==> config.mk <==
export PLATFORM = sky130hd
export DESIGN_NAME = bulk_out_irq_status
export DESIGN_NICKNAME = d
export VERILOG_FILES = /design/src/hw/bulk_out_irq_pkg.sv /design/src/hw/bulk_out_channel_flags.sv /design/src/hw/bulk_out_irq_status.sv
export SDC_FILE = /design/constraint.sdc
export NUM_CORES = 1
export LEC_CHECK = 0
export ABC_AREA = 1
export BUFFER_PORTS_ARGS = -buffer_cell sky130_fd_sc_hd__buf_2
export CORE_MARGIN = 8
export CORE_UTILIZATION = 30
export CTS_BUF_LIST = sky130_fd_sc_hd__clkbuf_16
export DETAILED_ROUTE_END_ITERATION = 8
export GPL_ROUTABILITY_DRIVEN = 0
export GPL_TIMING_DRIVEN = 0
export MAX_ROUTING_LAYER = met4
export PLACE_DENSITY_LB_ADDON = 0.25
export REMOVE_ABC_BUFFERS = 1
export SLEW_MARGIN = 30
export SYNTH_ARGS = -nofsm -noshare
export SYNTH_HDL_FRONTEND = slang
export SYNTH_SLANG_ARGS = --single-unit
export TNS_END_PERCENT = 10
==> constraint.sdc <==
create_clock -name i_ref_clk -period 1.2 [get_ports i_ref_clk]
set_input_delay 0.12 -clock i_ref_clk [delete_from_list [all_inputs] [get_ports i_ref_clk]]
set_output_delay 0.12 -clock i_ref_clk [all_outputs]
set_load 0.01 [all_outputs]
==> src/hw/bulk_out_irq_pkg.sv <==
// Constants for the bulk OUT and alternate-setting event status block
package bulk_out_irq_pkg;
	localparam int ADDR_W = 20;
	localparam int DATA_W = 8;
	localparam int CH_FLAGS = 4;
	localparam int CHANNELS = 2;

	localparam logic [ADDR_W-1:0] BULK_OUT_EVENT_STATUS_ADDR   = 20'hF0553;
	localparam logic [ADDR_W-1:0] ALT_SETTING_EVENT_STATUS_ADDR = 20'hF0554;
	localparam logic [ADDR_W-1:0] BULK_OUT_EVENT_MASK_ADDR     = 20'hF055A;
	localparam logic [ADDR_W-1:0] ALT_SETTING_EVENT_MASK_ADDR  = 20'hF055B;
	localparam logic [ADDR_W-1:0] BULK_OUT_EVENT_CLEAR_ADDR    = 20'hF055F;
	localparam logic [ADDR_W-1:0] ALT_SETTING_EVENT_CLEAR_ADDR = 20'hF0560;

	// Flag positions inside one channel nibble
	localparam int FULL_BIT = 3;
	localparam int NULL_BIT = 2;
	localparam int NAK_BIT  = 1;
	localparam int DONE_BIT = 0;
	// Alternate-setting done flag position
	localparam int ALT_DONE_BIT = 5;

	localparam logic [DATA_W-1:0] STATUS_RESET   = 8'h00;
	localparam logic [DATA_W-1:0] MASK_RESET     = 8'h00;
	localparam logic [DATA_W-1:0] CLEAR_READ_VAL = 8'hFF;
	localparam logic [DATA_W-1:0] UNMAPPED_READ  = 8'h00;
	localparam logic [DATA_W-1:0] ALT_ONLY       = 8'h20;
endpackage

==> src/hw/bulk_out_channel_flags.sv <==
// Event flags of one bulk OUT channel
`timescale 1ns/1ns
module bulk_out_channel_flags (
	input  wire logic       i_ref_clk,
	input  wire logic       i_rst_b,
	input  wire logic       i_supported,
	input  wire logic       i_rx_done,
	input  wire logic       i_rx_zero_len,
	input  wire logic       i_out_nak,
	input  wire logic       i_cpu_has_data,
	input  wire logic       i_sie_has_data,
	input  wire logic       i_fifo_toggle,
	input  wire logic       i_cpu_read_empty,
	input  wire logic       i_clear_wr,
	input  wire logic [3:0] i_clear_bits,
	output logic      [3:0] o_flags,
	output logic            o_receive_irq_line,
	output logic            o_endpoint_status_set
);
	logic [3:0] flags;
	logic       null_pending;
	logic       hold;
	logic       eps_set;
	logic [3:0] next_flags;
	logic       next_null_pending;
	logic       next_hold;
	logic       next_eps_set;
	logic [3:0] set_v;
	logic [3:0] clr_v;

	always_comb begin
		set_v = '0;
		clr_v = '0;
		set_v[bulk_out_irq_pkg::FULL_BIT] = i_cpu_has_data & i_sie_has_data;
		set_v[bulk_out_irq_pkg::NULL_BIT] = (i_rx_done & i_rx_zero_len & ~i_cpu_has_data)
			| (null_pending & i_cpu_read_empty);
		set_v[bulk_out_irq_pkg::NAK_BIT] = i_out_nak;
		set_v[bulk_out_irq_pkg::DONE_BIT] = i_rx_done & ~i_rx_zero_len;
		set_v = set_v & {4{i_supported}};
		if (i_clear_wr) begin
			clr_v = ~i_clear_bits;
		end
		clr_v[bulk_out_irq_pkg::FULL_BIT] = clr_v[bulk_out_irq_pkg::FULL_BIT] | i_fifo_toggle;
		clr_v[bulk_out_irq_pkg::DONE_BIT] = clr_v[bulk_out_irq_pkg::DONE_BIT] | i_cpu_read_empty;
		next_flags = ((flags & ~clr_v) | set_v) & {4{i_supported}};
		next_null_pending = null_pending;
		if (i_rx_done & i_rx_zero_len & i_cpu_has_data & i_supported) begin
			next_null_pending = 1'b1;
		end else if (i_cpu_read_empty | ~i_supported) begin
			next_null_pending = 1'b0;
		end
		next_hold = hold;
		if (flags[bulk_out_irq_pkg::DONE_BIT] & i_cpu_read_empty & i_sie_has_data & i_supported) begin
			next_hold = 1'b1;
		end else if (~i_sie_has_data | set_v[bulk_out_irq_pkg::DONE_BIT] | ~i_supported) begin
			next_hold = 1'b0;
		end
		next_eps_set = set_v[bulk_out_irq_pkg::DONE_BIT];
	end

	always_ff @(posedge i_ref_clk) begin
		if (!i_rst_b) begin
			flags        <= 4'h0;
			null_pending <= 1'b0;
			hold         <= 1'b0;
			eps_set      <= 1'b0;
		end else begin
			flags        <= next_flags;
			null_pending <= next_null_pending;
			hold         <= next_hold;
			eps_set      <= next_eps_set;
		end
	end

	assign o_flags               = flags;
	assign o_receive_irq_line    = flags[bulk_out_irq_pkg::DONE_BIT] | hold;
	assign o_endpoint_status_set = eps_set;
endmodule // bulk_out_channel_flags

==> src/hw/bulk_out_irq_status.sv <==
// Bulk OUT and alternate-setting event status registers with controller interrupt
// Contract
// - Any unmasked flag set in either status register raises the controller interrupt line.
// - Status registers are read-only 8-bit; writes never alter them.
// - Writing 0 to a clear bit zeroes its status bit; 1 leaves it.
// - Flags of endpoints not supported by configuration are invalid and read zero.
// - Channel 1 serves endpoint 2 in bits 3-0; channel 2 endpoint 4 in 7-4.
// - Both-full flag sets while both FIFOs hold data, clears on toggle.
// - Null flag sets at once on zero-length packet with empty FIFO.
// - With CPU FIFO holding data, null flag waits until that FIFO is read.
// - NAK flag sets when an OUT token gets a NAK answer.
// - Done flag sets when good data received and the FIFOs toggled.
// - Endpoint status bits set in the same cycle as the done flag.
// - Done flag never sets for a zero-length packet.
// - Done flag clears when firmware reads bring the length count to zero.
// - Request stays active when done clears with SIE FIFO still holding data.
// - Alternate-setting done flag, bit 5, sets on automatic SET_INTERFACE handling.
// - Both registers reset to 00H; other bits of the second read zero.
// - A mask bit at 1 keeps its source off the interrupt; reset unmasked.
`timescale 1ns/1ns
module bulk_out_irq_status #(
	parameter int CHANNELS = bulk_out_irq_pkg::CHANNELS
) (
	input  wire logic                                  i_ref_clk,
	input  wire logic                                  i_rst_b,
	input  wire logic [bulk_out_irq_pkg::ADDR_W-1:0]   i_addr,
	input  wire logic                                  i_wr,
	input  wire logic                                  i_rd,
	input  wire logic [bulk_out_irq_pkg::DATA_W-1:0]   i_wdata,
	output logic      [bulk_out_irq_pkg::DATA_W-1:0]   o_rdata,
	input  wire logic [CHANNELS-1:0]                   i_ep_supported,
	input  wire logic [CHANNELS-1:0]                   i_rx_done,
	input  wire logic [CHANNELS-1:0]                   i_rx_zero_len,
	input  wire logic [CHANNELS-1:0]                   i_out_nak,
	input  wire logic [CHANNELS-1:0]                   i_cpu_has_data,
	input  wire logic [CHANNELS-1:0]                   i_sie_has_data,
	input  wire logic [CHANNELS-1:0]                   i_fifo_toggle,
	input  wire logic [CHANNELS-1:0]                   i_cpu_read_empty,
	input  wire logic                                  i_set_interface_done,
	output logic                                       o_controller_irq,
	output logic                                       o_receive_irq_line,
	output logic      [CHANNELS-1:0]                   o_endpoint_status_set
);
	if (CHANNELS != bulk_out_irq_pkg::CHANNELS) begin : g_bad_channels
		$error("CHANNELS must be 2 to fit one 8-bit status register");
	end

	logic [bulk_out_irq_pkg::DATA_W-1:0] bulk_out_event_status;
	logic [bulk_out_irq_pkg::DATA_W-1:0] alt_setting_event_status;
	logic [bulk_out_irq_pkg::DATA_W-1:0] bulk_out_event_mask;
	logic [bulk_out_irq_pkg::DATA_W-1:0] alt_setting_event_mask;
	logic                                alt_setting_done_flag;
	logic [bulk_out_irq_pkg::DATA_W-1:0] rdata;
	logic                                next_alt_setting_done_flag;
	logic [bulk_out_irq_pkg::DATA_W-1:0] next_bulk_out_event_mask;
	logic [bulk_out_irq_pkg::DATA_W-1:0] next_alt_setting_event_mask;
	logic [bulk_out_irq_pkg::DATA_W-1:0] next_rdata;
	logic [CHANNELS-1:0]                 ch_line;
	logic [CHANNELS-1:0]                 ch_hold;
	logic                                clear3_wr;
	logic                                clear4_wr;

	function automatic logic hit(input logic [bulk_out_irq_pkg::ADDR_W-1:0] a,
		input logic [bulk_out_irq_pkg::ADDR_W-1:0] reg_addr);
		hit = (a == reg_addr);
	endfunction

	assign clear3_wr = i_wr & hit(i_addr, bulk_out_irq_pkg::BULK_OUT_EVENT_CLEAR_ADDR);
	assign clear4_wr = i_wr & hit(i_addr, bulk_out_irq_pkg::ALT_SETTING_EVENT_CLEAR_ADDR);

	for (genvar c = 0; c < CHANNELS; c++) begin : g_ch
		logic [3:0] flags;
		bulk_out_channel_flags u_flags (
			.i_ref_clk             (i_ref_clk),
			.i_rst_b               (i_rst_b),
			.i_supported           (i_ep_supported[c]),
			.i_rx_done             (i_rx_done[c]),
			.i_rx_zero_len         (i_rx_zero_len[c]),
			.i_out_nak             (i_out_nak[c]),
			.i_cpu_has_data        (i_cpu_has_data[c]),
			.i_sie_has_data        (i_sie_has_data[c]),
			.i_fifo_toggle         (i_fifo_toggle[c]),
			.i_cpu_read_empty      (i_cpu_read_empty[c]),
			.i_clear_wr            (clear3_wr),
			.i_clear_bits          (i_wdata[c*4 +: 4]),
			.o_flags               (flags),
			.o_receive_irq_line    (ch_line[c]),
			.o_endpoint_status_set (o_endpoint_status_set[c])
		);
		assign bulk_out_event_status[c*4 +: 4] = flags;
		// held line, gated by done mask
		assign ch_hold[c] = ch_line[c] & ~bulk_out_event_mask[c*4 + bulk_out_irq_pkg::DONE_BIT];
	end

	assign alt_setting_event_status = {2'b00, alt_setting_done_flag, 5'b00000};

	always_comb begin
		next_alt_setting_done_flag  = alt_setting_done_flag;
		next_bulk_out_event_mask    = bulk_out_event_mask;
		next_alt_setting_event_mask = alt_setting_event_mask;
		next_rdata                  = rdata;
		if (clear4_wr && !i_wdata[bulk_out_irq_pkg::ALT_DONE_BIT]) begin
			next_alt_setting_done_flag = 1'b0;
		end
		if (i_set_interface_done) begin
			next_alt_setting_done_flag = 1'b1;
		end
		if (i_wr && hit(i_addr, bulk_out_irq_pkg::BULK_OUT_EVENT_MASK_ADDR)) begin
			next_bulk_out_event_mask = i_wdata;
		end
		if (i_wr && hit(i_addr, bulk_out_irq_pkg::ALT_SETTING_EVENT_MASK_ADDR)) begin
			next_alt_setting_event_mask = i_wdata & bulk_out_irq_pkg::ALT_ONLY;
		end
		if (i_rd) begin
			unique case (i_addr)
				bulk_out_irq_pkg::BULK_OUT_EVENT_STATUS_ADDR:    next_rdata = bulk_out_event_status;
				bulk_out_irq_pkg::ALT_SETTING_EVENT_STATUS_ADDR: next_rdata = alt_setting_event_status;
				bulk_out_irq_pkg::BULK_OUT_EVENT_MASK_ADDR:      next_rdata = bulk_out_event_mask;
				bulk_out_irq_pkg::ALT_SETTING_EVENT_MASK_ADDR:   next_rdata = alt_setting_event_mask;
				bulk_out_irq_pkg::BULK_OUT_EVENT_CLEAR_ADDR:     next_rdata = bulk_out_irq_pkg::CLEAR_READ_VAL;
				bulk_out_irq_pkg::ALT_SETTING_EVENT_CLEAR_ADDR:  next_rdata = bulk_out_irq_pkg::CLEAR_READ_VAL;
				default:                                         next_rdata = bulk_out_irq_pkg::UNMAPPED_READ;
			endcase
		end
	end

	always_ff @(posedge i_ref_clk) begin
		if (!i_rst_b) begin
			alt_setting_done_flag  <= 1'b0;
			bulk_out_event_mask    <= bulk_out_irq_pkg::MASK_RESET;
			alt_setting_event_mask <= bulk_out_irq_pkg::MASK_RESET;
			rdata                  <= bulk_out_irq_pkg::STATUS_RESET;
		end else begin
			alt_setting_done_flag  <= next_alt_setting_done_flag;
			bulk_out_event_mask    <= next_bulk_out_event_mask;
			alt_setting_event_mask <= next_alt_setting_event_mask;
			rdata                  <= next_rdata;
		end
	end

	assign o_rdata            = rdata;
	assign o_receive_irq_line = |ch_line;
	assign o_controller_irq = (|(bulk_out_event_status & ~bulk_out_event_mask))
		| (|(alt_setting_event_status & ~alt_setting_event_mask))
		| (|ch_hold);

	logic quiet;
	assign quiet = ~|{i_rx_done, i_out_nak, i_fifo_toggle, i_cpu_read_empty, i_cpu_has_data & i_sie_has_data}
		& (&i_ep_supported);
endmodule // bulk_out_irq_status

== Yosys cells after proc, flatten, opt, wreduce, memory -nomap -nowiden ==
Cells that the tools add are included.
Operators by class
  equality and inequality tests: 6
  multiplexer cells: 13
  bitwise gates (word level): 66
  reductions and logical operators: 14
Operators by type and width (count)
  == test 20 bit, second input constant: 6
  case mux 8 bit (5 select lines): 1
  bitwise AND 1 bit: 24
  bitwise AND 4 bit: 6
  NOT 4 bit: 4
  OR 1 bit: 16
  OR reduction 8 bit: 2
  2-to-1 mux 1 bit: 10
  NOT 1 bit: 10
  nonzero test 2 bit: 5
  bitwise AND 6 x 8 -> 8 bit: 1
  bitwise AND 8 bit: 1
  2-to-1 mux 4 bit: 2
  NOT 6 -> 8 bit: 1
  NOT 8 bit: 1
  OR 4 bit: 2
  OR reduction 2 bit: 3
  logical AND 1 bit: 3
  zero test 1 bit: 1
Word-level totals
  register bits after elaboration: 32
  bits of input ports: 49
  output and inout port bits: 12
  logic and storage cells: 111

== Logic depth before layout (Yosys ltp) ==
Gate-level depths: netlist of run 1.
  word-level depth: 8
  depth in mapped cells: 10
  mapped depth without buffers: 10

== Modules after synthesis ==
Synthesis of run 1 repeated with hierarchy kept, for this count alone.
Second synthesis, totals
  cell total of the unflattened synthesis: 267
  area total of the unflattened synthesis: 1834.3 um^2
By module, submodules not included
  bulk_out_irq_status: times used 1, cells an instance 179, area an instance 1208.7 um^2, sequential area each 360.3 um^2
  bulk_out_channel_flags: times used 2, cells an instance 44, area an instance 312.8 um^2, sequential area each 140.1 um^2

== Worst setup path after synthesis of run 1 ==
OpenSTA, ideal clock, no wires.
  path type: input-to-reg
  from: input i_addr[9] in the netlist's numbering
  to: register g_ch[0].u_flags.flags[1]
  library setup time: 0.119 ns
  data arrival time: 1.071 ns
  required time: 1.081 ns
  path slack: 0.011 ns
  stages: 8
  path buffers: 0
  path through: nor2_1 -> nand2_1 -> nor2_4 -> nand3b_1 -> nor2_2 -> nand2_1 -> a21oi_1 -> nor2_1
Between the ends
  longest elaborated chain between the ends: 7
RTL lines
  from (decl): RTL line bulk_out_irq_status.sv:26  | input wire logic [bulk_out_irq_pkg::ADDR_W-1:0] i_addr,
  == test 20 bit: RTL line bulk_out_irq_status.sv:65  | hit = (a == reg_addr);
  bitwise AND 1 bit: RTL line bulk_out_irq_status.sv:68  | assign clear3_wr = i_wr & hit(i_addr, bulk_out_irq_pkg::BULK_OUT_EVENT_CLEAR_ADDR);
  2-to-1 mux 4 bit: RTL line bulk_out_channel_flags.sv:40  | if (i_clear_wr) begin
  NOT 4 bit: RTL line bulk_out_channel_flags.sv:45  | next_flags = ((flags & ~clr_v) | set_v) & {4{i_supported}};
  bitwise AND 4 bit: RTL line bulk_out_channel_flags.sv:45
  OR 4 bit: RTL line bulk_out_channel_flags.sv:45
  bitwise AND 4 bit: RTL line bulk_out_channel_flags.sv:45
  to (signal assigned): RTL line bulk_out_channel_flags.sv:68  | flags <= next_flags;
  to (decl): RTL line bulk_out_channel_flags.sv:20  | logic [3:0] flags;
Every way passes these cells.
A chain may end at the register's enable or synchronous reset.

== Worst setup path in the final report of run 1 ==
  from: register g_ch[0].u_flags.flags[3]
  to: output o_controller_irq
Between the ends
  longest elaborated chain between the ends: 4
RTL lines
  bitwise AND 8 bit: RTL line bulk_out_irq_status.sv:143  | assign o_controller_irq = (|(bulk_out_event_status & ~bulk_out_event_mask))
  OR reduction 8 bit: RTL line bulk_out_irq_status.sv:143
  OR 1 bit: RTL line bulk_out_irq_status.sv:144  | | (|(alt_setting_event_status & ~alt_setting_event_mask))
  OR 1 bit: RTL line bulk_out_irq_status.sv:145  | | (|ch_hold);
  to (decl): RTL line bulk_out_irq_status.sv:40  | output logic o_controller_irq,
Every way passes these cells.

==> impl_metrics.yaml, run 1 <==
run_status:
  status: "complete, but fails checks"
  violations: "negative setup slack"
clocking:
  tritoncts: "done"
  cts.hold.buffers_added: 0
  ctsLongestPathBuffers: 2
  insertion_delay_ns: 0.27
  cts-buffers-inserted: 5
  clk_transition_reported_paths_ns: 0.05
  clk_root_buffer_cell: "clkbuf_16"
  htree_levels: 2
  cts_sinks: 32
timing:
  finalCritPeriodShare_pct: 113
  timing.final.ws_setup_ns: -0.156
  hold_viol_final: 0
  fin_skew_ns: 0.00294
  worst-slew-pin-transition_ns: 0.427
  max_freq_ghz: 0.737
  grt_setup_unrepaired: "yes"
  final-setup-viol-count: 1
  min_period_ns: 1.36
  worst_hold_slack_ns: 0.0546
  timing.slew.headroom_pct: 71.5
  final_max_slew_viol_count: 0
synth:
  post_synth.cell_area_avg_um2: 6.77
  netlist_top_cells_area: "dfxtp_1 (38%), nand2_1 (11%), a21oi_1 (8.5%), inv_1 (8.2%), nand4_1 (5.9%)"
  cell_type_with_the_largest_total_area_after_synthesis: "dfxtp_1"
  synth_seq_cells: 32
  fraction_of_post_synthesis_cell_area_in_the_top_cell_type_by_area_pct: 37.7
  yosys_warnings: 0
  ys_seq_area_share_pct: 37.7
  synth.distinct_cells: 28
  synthesis.instances: 251
  synth_area_um2: 1700
global_routing:
  grt_antenna_before_repair: 0
  grt_use_total_pct: 12.0
  global_route_wire_length_before_repair_mm: 8.11
  vias_in_the_first_global_route: 1814
  maximum_number_of_pins_on_one_net_before_global_route_repair: 17
  grt_remaining_overflow: 0
drt:
  drt-initial-drc-count: 87
  route.detailed.wl_per_inst_um: 12.5
  wl_mm: 4.95
  drt_pass1_iterations: 4
  routed_via_count_divided_by_cell_count: 4.67
  dr_total_vias: 1855
  route.antenna.remaining_nets: 0
  drc: 0
placed_design:
  dpl_worst_slack_ns: -0.641
  dp.cells: 375
  hpwlAfterDp_mm: 3.69
  port_buffers: 60
  placed_area_um2: 2040
run:
  drv.max_cap_violation_count: 0
critical_path:
  critical_path_class: "reg2out"
  worst-path-max-fanout: 2
  cp.arrival_ns: 1.24
  worst_r2r_path_depth: 5
  critical_path.endpoint_type: "output port"
  slack_of_the_worst_reg_to_reg_path_ns: 0.30
  cp-start-kind: "register"
  reg2reg_to: "o_rdata[3]$_SDFFE_PN0P_"
  worstReg2RegStart: "bulk_out_event_mask[3]$_SDFFE_PN0P_"
  timing.critical_path.required_ns: 1.08
min_path:
  hold_path_end: "g_ch[1].u_flags.o_flags[1]$_SDFF_PN0_"
  timing.hold.worst_path_depth: 3
  hold_path.class: "in2reg"
  timing.hold.worst.start: "i_out_nak[1]"
finish:
  final_cell_mix: "buf_2 (60), nand2_1 (49), inv_1 (29)"
  number_of_non_filler_instances_in_the_completed_layout: 397
  design.final.nets: 373
  area_growth_pct: 41.8
  antenna_cells: 0
  drive_above_1_share_pct: 37.2
  postLayoutCellArea_um2: 2410
  mostFrequentLayoutCell: "buf_2"
power_and_ir_drop:
  ir_worst_vdd_v: 0.000668
  total_power_mw: 2.52
  power.leakage_nw: 1.12
  p_per_area_nw_per_um2: 1050
die:
  start_util_pct: 30.9
  core_region_area_um2: 5510
  fp-row-count: 27
  die_area_um2: 8330
  num_io_pins: 61
  fp.dieW_um: 91.3
  floorplan.die.height_um: 91.3
## power breakdown
part	internal (mW)	switching (mW)
logic	0.116	0.143
clock network	0.751	0.418
registers	1.08	0.0110
## registers in the layout, indices dropped and copies added, names as in the netlist
register                            count
alt_setting_done_flag                   1
g_ch.u_flags.o_flags                    8
g_ch.u_flags.o_endpoint_status_set      2
g_ch.u_flags.null_pending               2
o_rdata                                 8
g_ch.u_flags.hold                       2
alt_setting_event_mask                  1
bulk_out_event_mask                     8
## worst max-delay path, cell delays in order, from the launching register on
cell and delay [ns]:
dfxtp_2 0.32, inv_2 0.05, o22ai_2 0.07, nor4_2 0.26, nand2_1 0.11, buf_2 0.15
## cell type report
cell class / count / area [um^2]
Timing Repair Buffer: 74 / 459
Sequential cell: 32 / 652
Inverter: 37 / 143
Multi-Input combinational cell: 174 / 928
Tap cell: 72 / 90.1
Clock inverter: 3 / 13.8
Fill cell: 575 / 3100
Clock buffer: 5 / 125
## per-layer routing
metal / vias up / GRT usage (%) / wire [um]
li1: 978 / - / -
met3: 2 / 3.46 / 312
met4: 0 / 3.41 / 24
met2: 53 / 18.3 / 2300
met5: - / - / 0
met1: 822 / 14.9 / 2310
## logic make-up (layout without fill, tap and decap cells)
logic type             after synthesis  after routing  synth area share, %
AO/OA/AOI/OAI                       47             47                 15.5
flip-flops                          32             32                 37.7
AND/OR/NAND/NOR                    127            127                 35.8
buffers and inverters               45            119                 11.0
## Yosys cell counts
cell type / number
a22oi_1: 2
nor2_4: 1
buf_4: 2
nor3b_1: 2
nand3_1: 18
nor2_1: 26
clkbuf_1: 2
dfxtp_1: 32
inv_1: 37
nand2_1: 50
buf_6: 1
o21ai_2: 2
o21ai_0: 8
nand3b_1: 5
nor3_1: 1
a21oi_1: 29
nand2_2: 1
nand4_1: 16
nor2_2: 4
nor3_4: 1
a221oi_1: 1
a21oi_2: 2
nand2_4: 1
buf_1: 1
buf_2: 2
nor4_1: 1
o22ai_1: 2
o21a_1: 1
## worst max-delay path by stage
stage,from,endpoint,depth (start not counted),slack [ns]
floorplan,i_addr[9],bulk_out_event_mask[5]$_SDFFE_PN0P_,7,-0.24
global placement,i_addr[9],bulk_out_event_mask[5]$_SDFFE_PN0P_,8,-0.59
detailed placement,i_addr[13],bulk_out_event_mask[5]$_SDFFE_PN0P_,8,-0.64
CTS,g_ch[1].u_flags.hold$_SDFFE_PN0P_,o_controller_irq,5,-0.16
global route,g_ch[1].u_flags.o_flags[3]$_SDFF_PN0_,o_controller_irq,5,-0.20
finish,g_ch[0].u_flags.o_flags[3]$_SDFF_PN0_,o_controller_irq,5,-0.16
## repair_timing
action,CTS,global route
buffers inserted,6,7
pin swaps,4,12
endpoints found under the setup margin,17,22
gates resized for setup,8,25
endpoints found under the hold margin,0,0
gates cloned,0,1
## stage by stage
stage          setup TNS [ns]  utilization [%]
2_1_floorplan           -2.08                -
3_3_place_gp           -10.32             37.1
3_5_place_dp           -11.05             37.1
4_1_cts                -0.164             41.2
5_1_grt                -0.718             43.8
6_report               -0.156             43.8
Note: power is estimated with default switching activity, not from simulation.
==> inputs of run 2 (changes only) <==
==> constraint.sdc (replaced) <==
create_clock -name i_ref_clk -period 1.4 [get_ports i_ref_clk]
set_input_delay 0.21 -clock i_ref_clk [delete_from_list [all_inputs] [get_ports i_ref_clk]]
set_output_delay 0.21 -clock i_ref_clk [all_outputs]
set_load 0.01 [all_outputs]
==> run 2 against run 1 <==
Against the previous run: worst hold slack gained 0.091 ns; sequential power shrank 14%; cell area shrank 3.7%; the run still ends with negative setup slack left; die area is the same; clock skew shrank 0.00092 ns; non-clock buffer count shrank 4; power shrank 15%; critical path type unchanged; largest cell class unchanged; via count shrank 2.3%.
==> impl_metrics.yaml, run 2 (synthesized netlist as in run 1, its figures left out) <==
timing:
  final-setup-viol-count: 1
  min_period_ns: 1.45
  finalCritPeriodShare_pct: 103
  worst_hold_slack_ns: 0.146
  fin_skew_ns: 0.00202
  grt_setup_unrepaired: "yes"
  worst-slew-pin-transition_ns: 0.397
  max_freq_ghz: 0.691
  final_max_slew_viol_count: 0
  timing.final.ws_setup_ns: -0.0478
  hold_viol_final: 0
  timing.slew.headroom_pct: 73.5
global_routing:
  maximum_number_of_pins_on_one_net_before_global_route_repair: 20
  global_route_wire_length_before_repair_mm: 7.94
  grt_use_total_pct: 11.7
  vias_in_the_first_global_route: 1756
  grt_antenna_before_repair: 0
  grt_remaining_overflow: 0
drt:
  routed_via_count_divided_by_cell_count: 4.61
  wl_mm: 4.76
  route.detailed.wl_per_inst_um: 12.1
  drt-initial-drc-count: 95
  route.antenna.remaining_nets: 0
  drc: 0
  dr_total_vias: 1812
  drt_pass1_iterations: 4
finish:
  postLayoutCellArea_um2: 2320
  final_cell_mix: "buf_2 (60), nand2_1 (50), inv_1 (32)"
  drive_above_1_share_pct: 32.1
  antenna_cells: 0
  number_of_non_filler_instances_in_the_completed_layout: 393
  mostFrequentLayoutCell: "buf_2"
  design.final.nets: 369
  area_growth_pct: 36.6
run_status:
  status: "complete, but fails checks"
  violations: "negative setup slack"
clocking:
  clk_root_buffer_cell: "clkbuf_16"
  htree_levels: 2
  ctsLongestPathBuffers: 2
  cts-buffers-inserted: 5
  cts_sinks: 32
  insertion_delay_ns: 0.27
  clk_transition_reported_paths_ns: 0.05
  tritoncts: "done"
  cts.hold.buffers_added: 0
critical_path:
  timing.critical_path.slowest_stage_cell: "dfxtp_4"
  number_of_cells_on_the_critical_path: 5
  critical_path.endpoint_type: "output port"
  reg2reg_to: "g_ch[1].u_flags.hold$_SDFFE_PN0P_"
  slack_of_the_worst_reg_to_reg_path_ns: 0.55
  critical_path.cell_chain: "inv_2, a21oi_2, nor4_2, nand2_1, buf_2"
  worst_r2r_path_depth: 3
  cp.arrival_ns: 1.24
  cp_top_family: "simple AND/OR/NAND/NOR gates"
  worstReg2RegStart: "g_ch[1].u_flags.o_flags[0]$_SDFF_PN0_"
  worst-path-max-fanout: 3
  timing.critical_path.required_ns: 1.19
  cp_num_buf_inv: 2
  critical_path.max_stage_delay_ns: 0.35
  critical_path_class: "reg2out"
  cp-start-kind: "register"
  endpoint: "o_controller_irq"
  cp-startpoint: "g_ch[1].u_flags.o_flags[0]$_SDFF_PN0_"
die:
  num_io_pins: 61
  core_region_area_um2: 5510
  fp.dieW_um: 91.3
  die_area_um2: 8330
  start_util_pct: 30.9
  fp-row-count: 27
  floorplan.die.height_um: 91.3
power_and_ir_drop:
  total_power_mw: 2.15
  p_per_area_nw_per_um2: 924
  ir_worst_vdd_v: 0.000535
  power.leakage_nw: 1.07
min_path:
  timing.hold.worst.start: "i_out_nak[1]"
  hold_path.class: "in2reg"
placed_design:
  port_buffers: 60
  hpwlAfterDp_mm: 3.69
  dp.cells: 375
  placed_area_um2: 2040
run:
  drv.max_cap_violation_count: 0
-- run 2: worst min-delay path by stage --
stage	to	slack [ns]	cells after the start
finish	g_ch[1].u_flags.o_flags[1]$_SDFF_PN0_	0.15	3
global route	g_ch[1].u_flags.o_flags[1]$_SDFF_PN0_	0.17	3
CTS	g_ch[1].u_flags.o_flags[1]$_SDFF_PN0_	0.14	3
detailed placement	g_ch[1].u_flags.o_flags[1]$_SDFF_PN0_	0.43	3
global placement	g_ch[0].u_flags.o_flags[1]$_SDFF_PN0_	0.42	3
floorplan	bulk_out_event_mask[1]$_SDFFE_PN0P_	0.33	2
-- run 2: layer usage --
layer	global-route usage, %	share of wire [%]
met1	14.6	49
met2	18.3	46
met3	3.46	4.9
met4	2.46	0.50
met5	-	0
-- run 2: final cells by class --
class                      count  area (um^2)
clock buffer                   5          125
inverter                      37          143
fill                         580         3180
multi-input combinational    174          903
tap                           72         90.1
sequential                    32          647
clock inverter                 3         13.8
timing repair buffer          70          400
-- run 2: what timing repair did --
item	CTS	global route
pin swaps	6	4
setup buffers	2	8
endpoints found under the setup margin	17	24
gates resized for setup	7	9
-- run 2: per-stage QoR --
step	utilization [%]	worst slack, ns	setup TNS, ns
global route	42.2	-0.0827	-0.118
global placement	37.1	-0.483	-7.46
detailed placement	37.1	-0.531	-8.19
CTS	40.7	-0.0671	-0.241
floorplan	-	-0.126	-0.621
finish	42.2	-0.0478	-0.0478
-- run 2: worst register-to-register path: cells and delay by family, from the launching register on --
kind	cells	cell delay [ns]
and+or+nand+nor	1	0.07
DFF	1	0.35
AOI/OAI and AO/OA	1	0.18
buffers and inverters	1	0.13
-- run 2: power by group --
group          leakage (nW)  switching, mW  total, mW  internal, mW
combinational         0.743          0.118      0.211        0.0933
sequential            0.261        0.00995      0.934         0.925
clock                0.0710          0.357       1.00         0.644
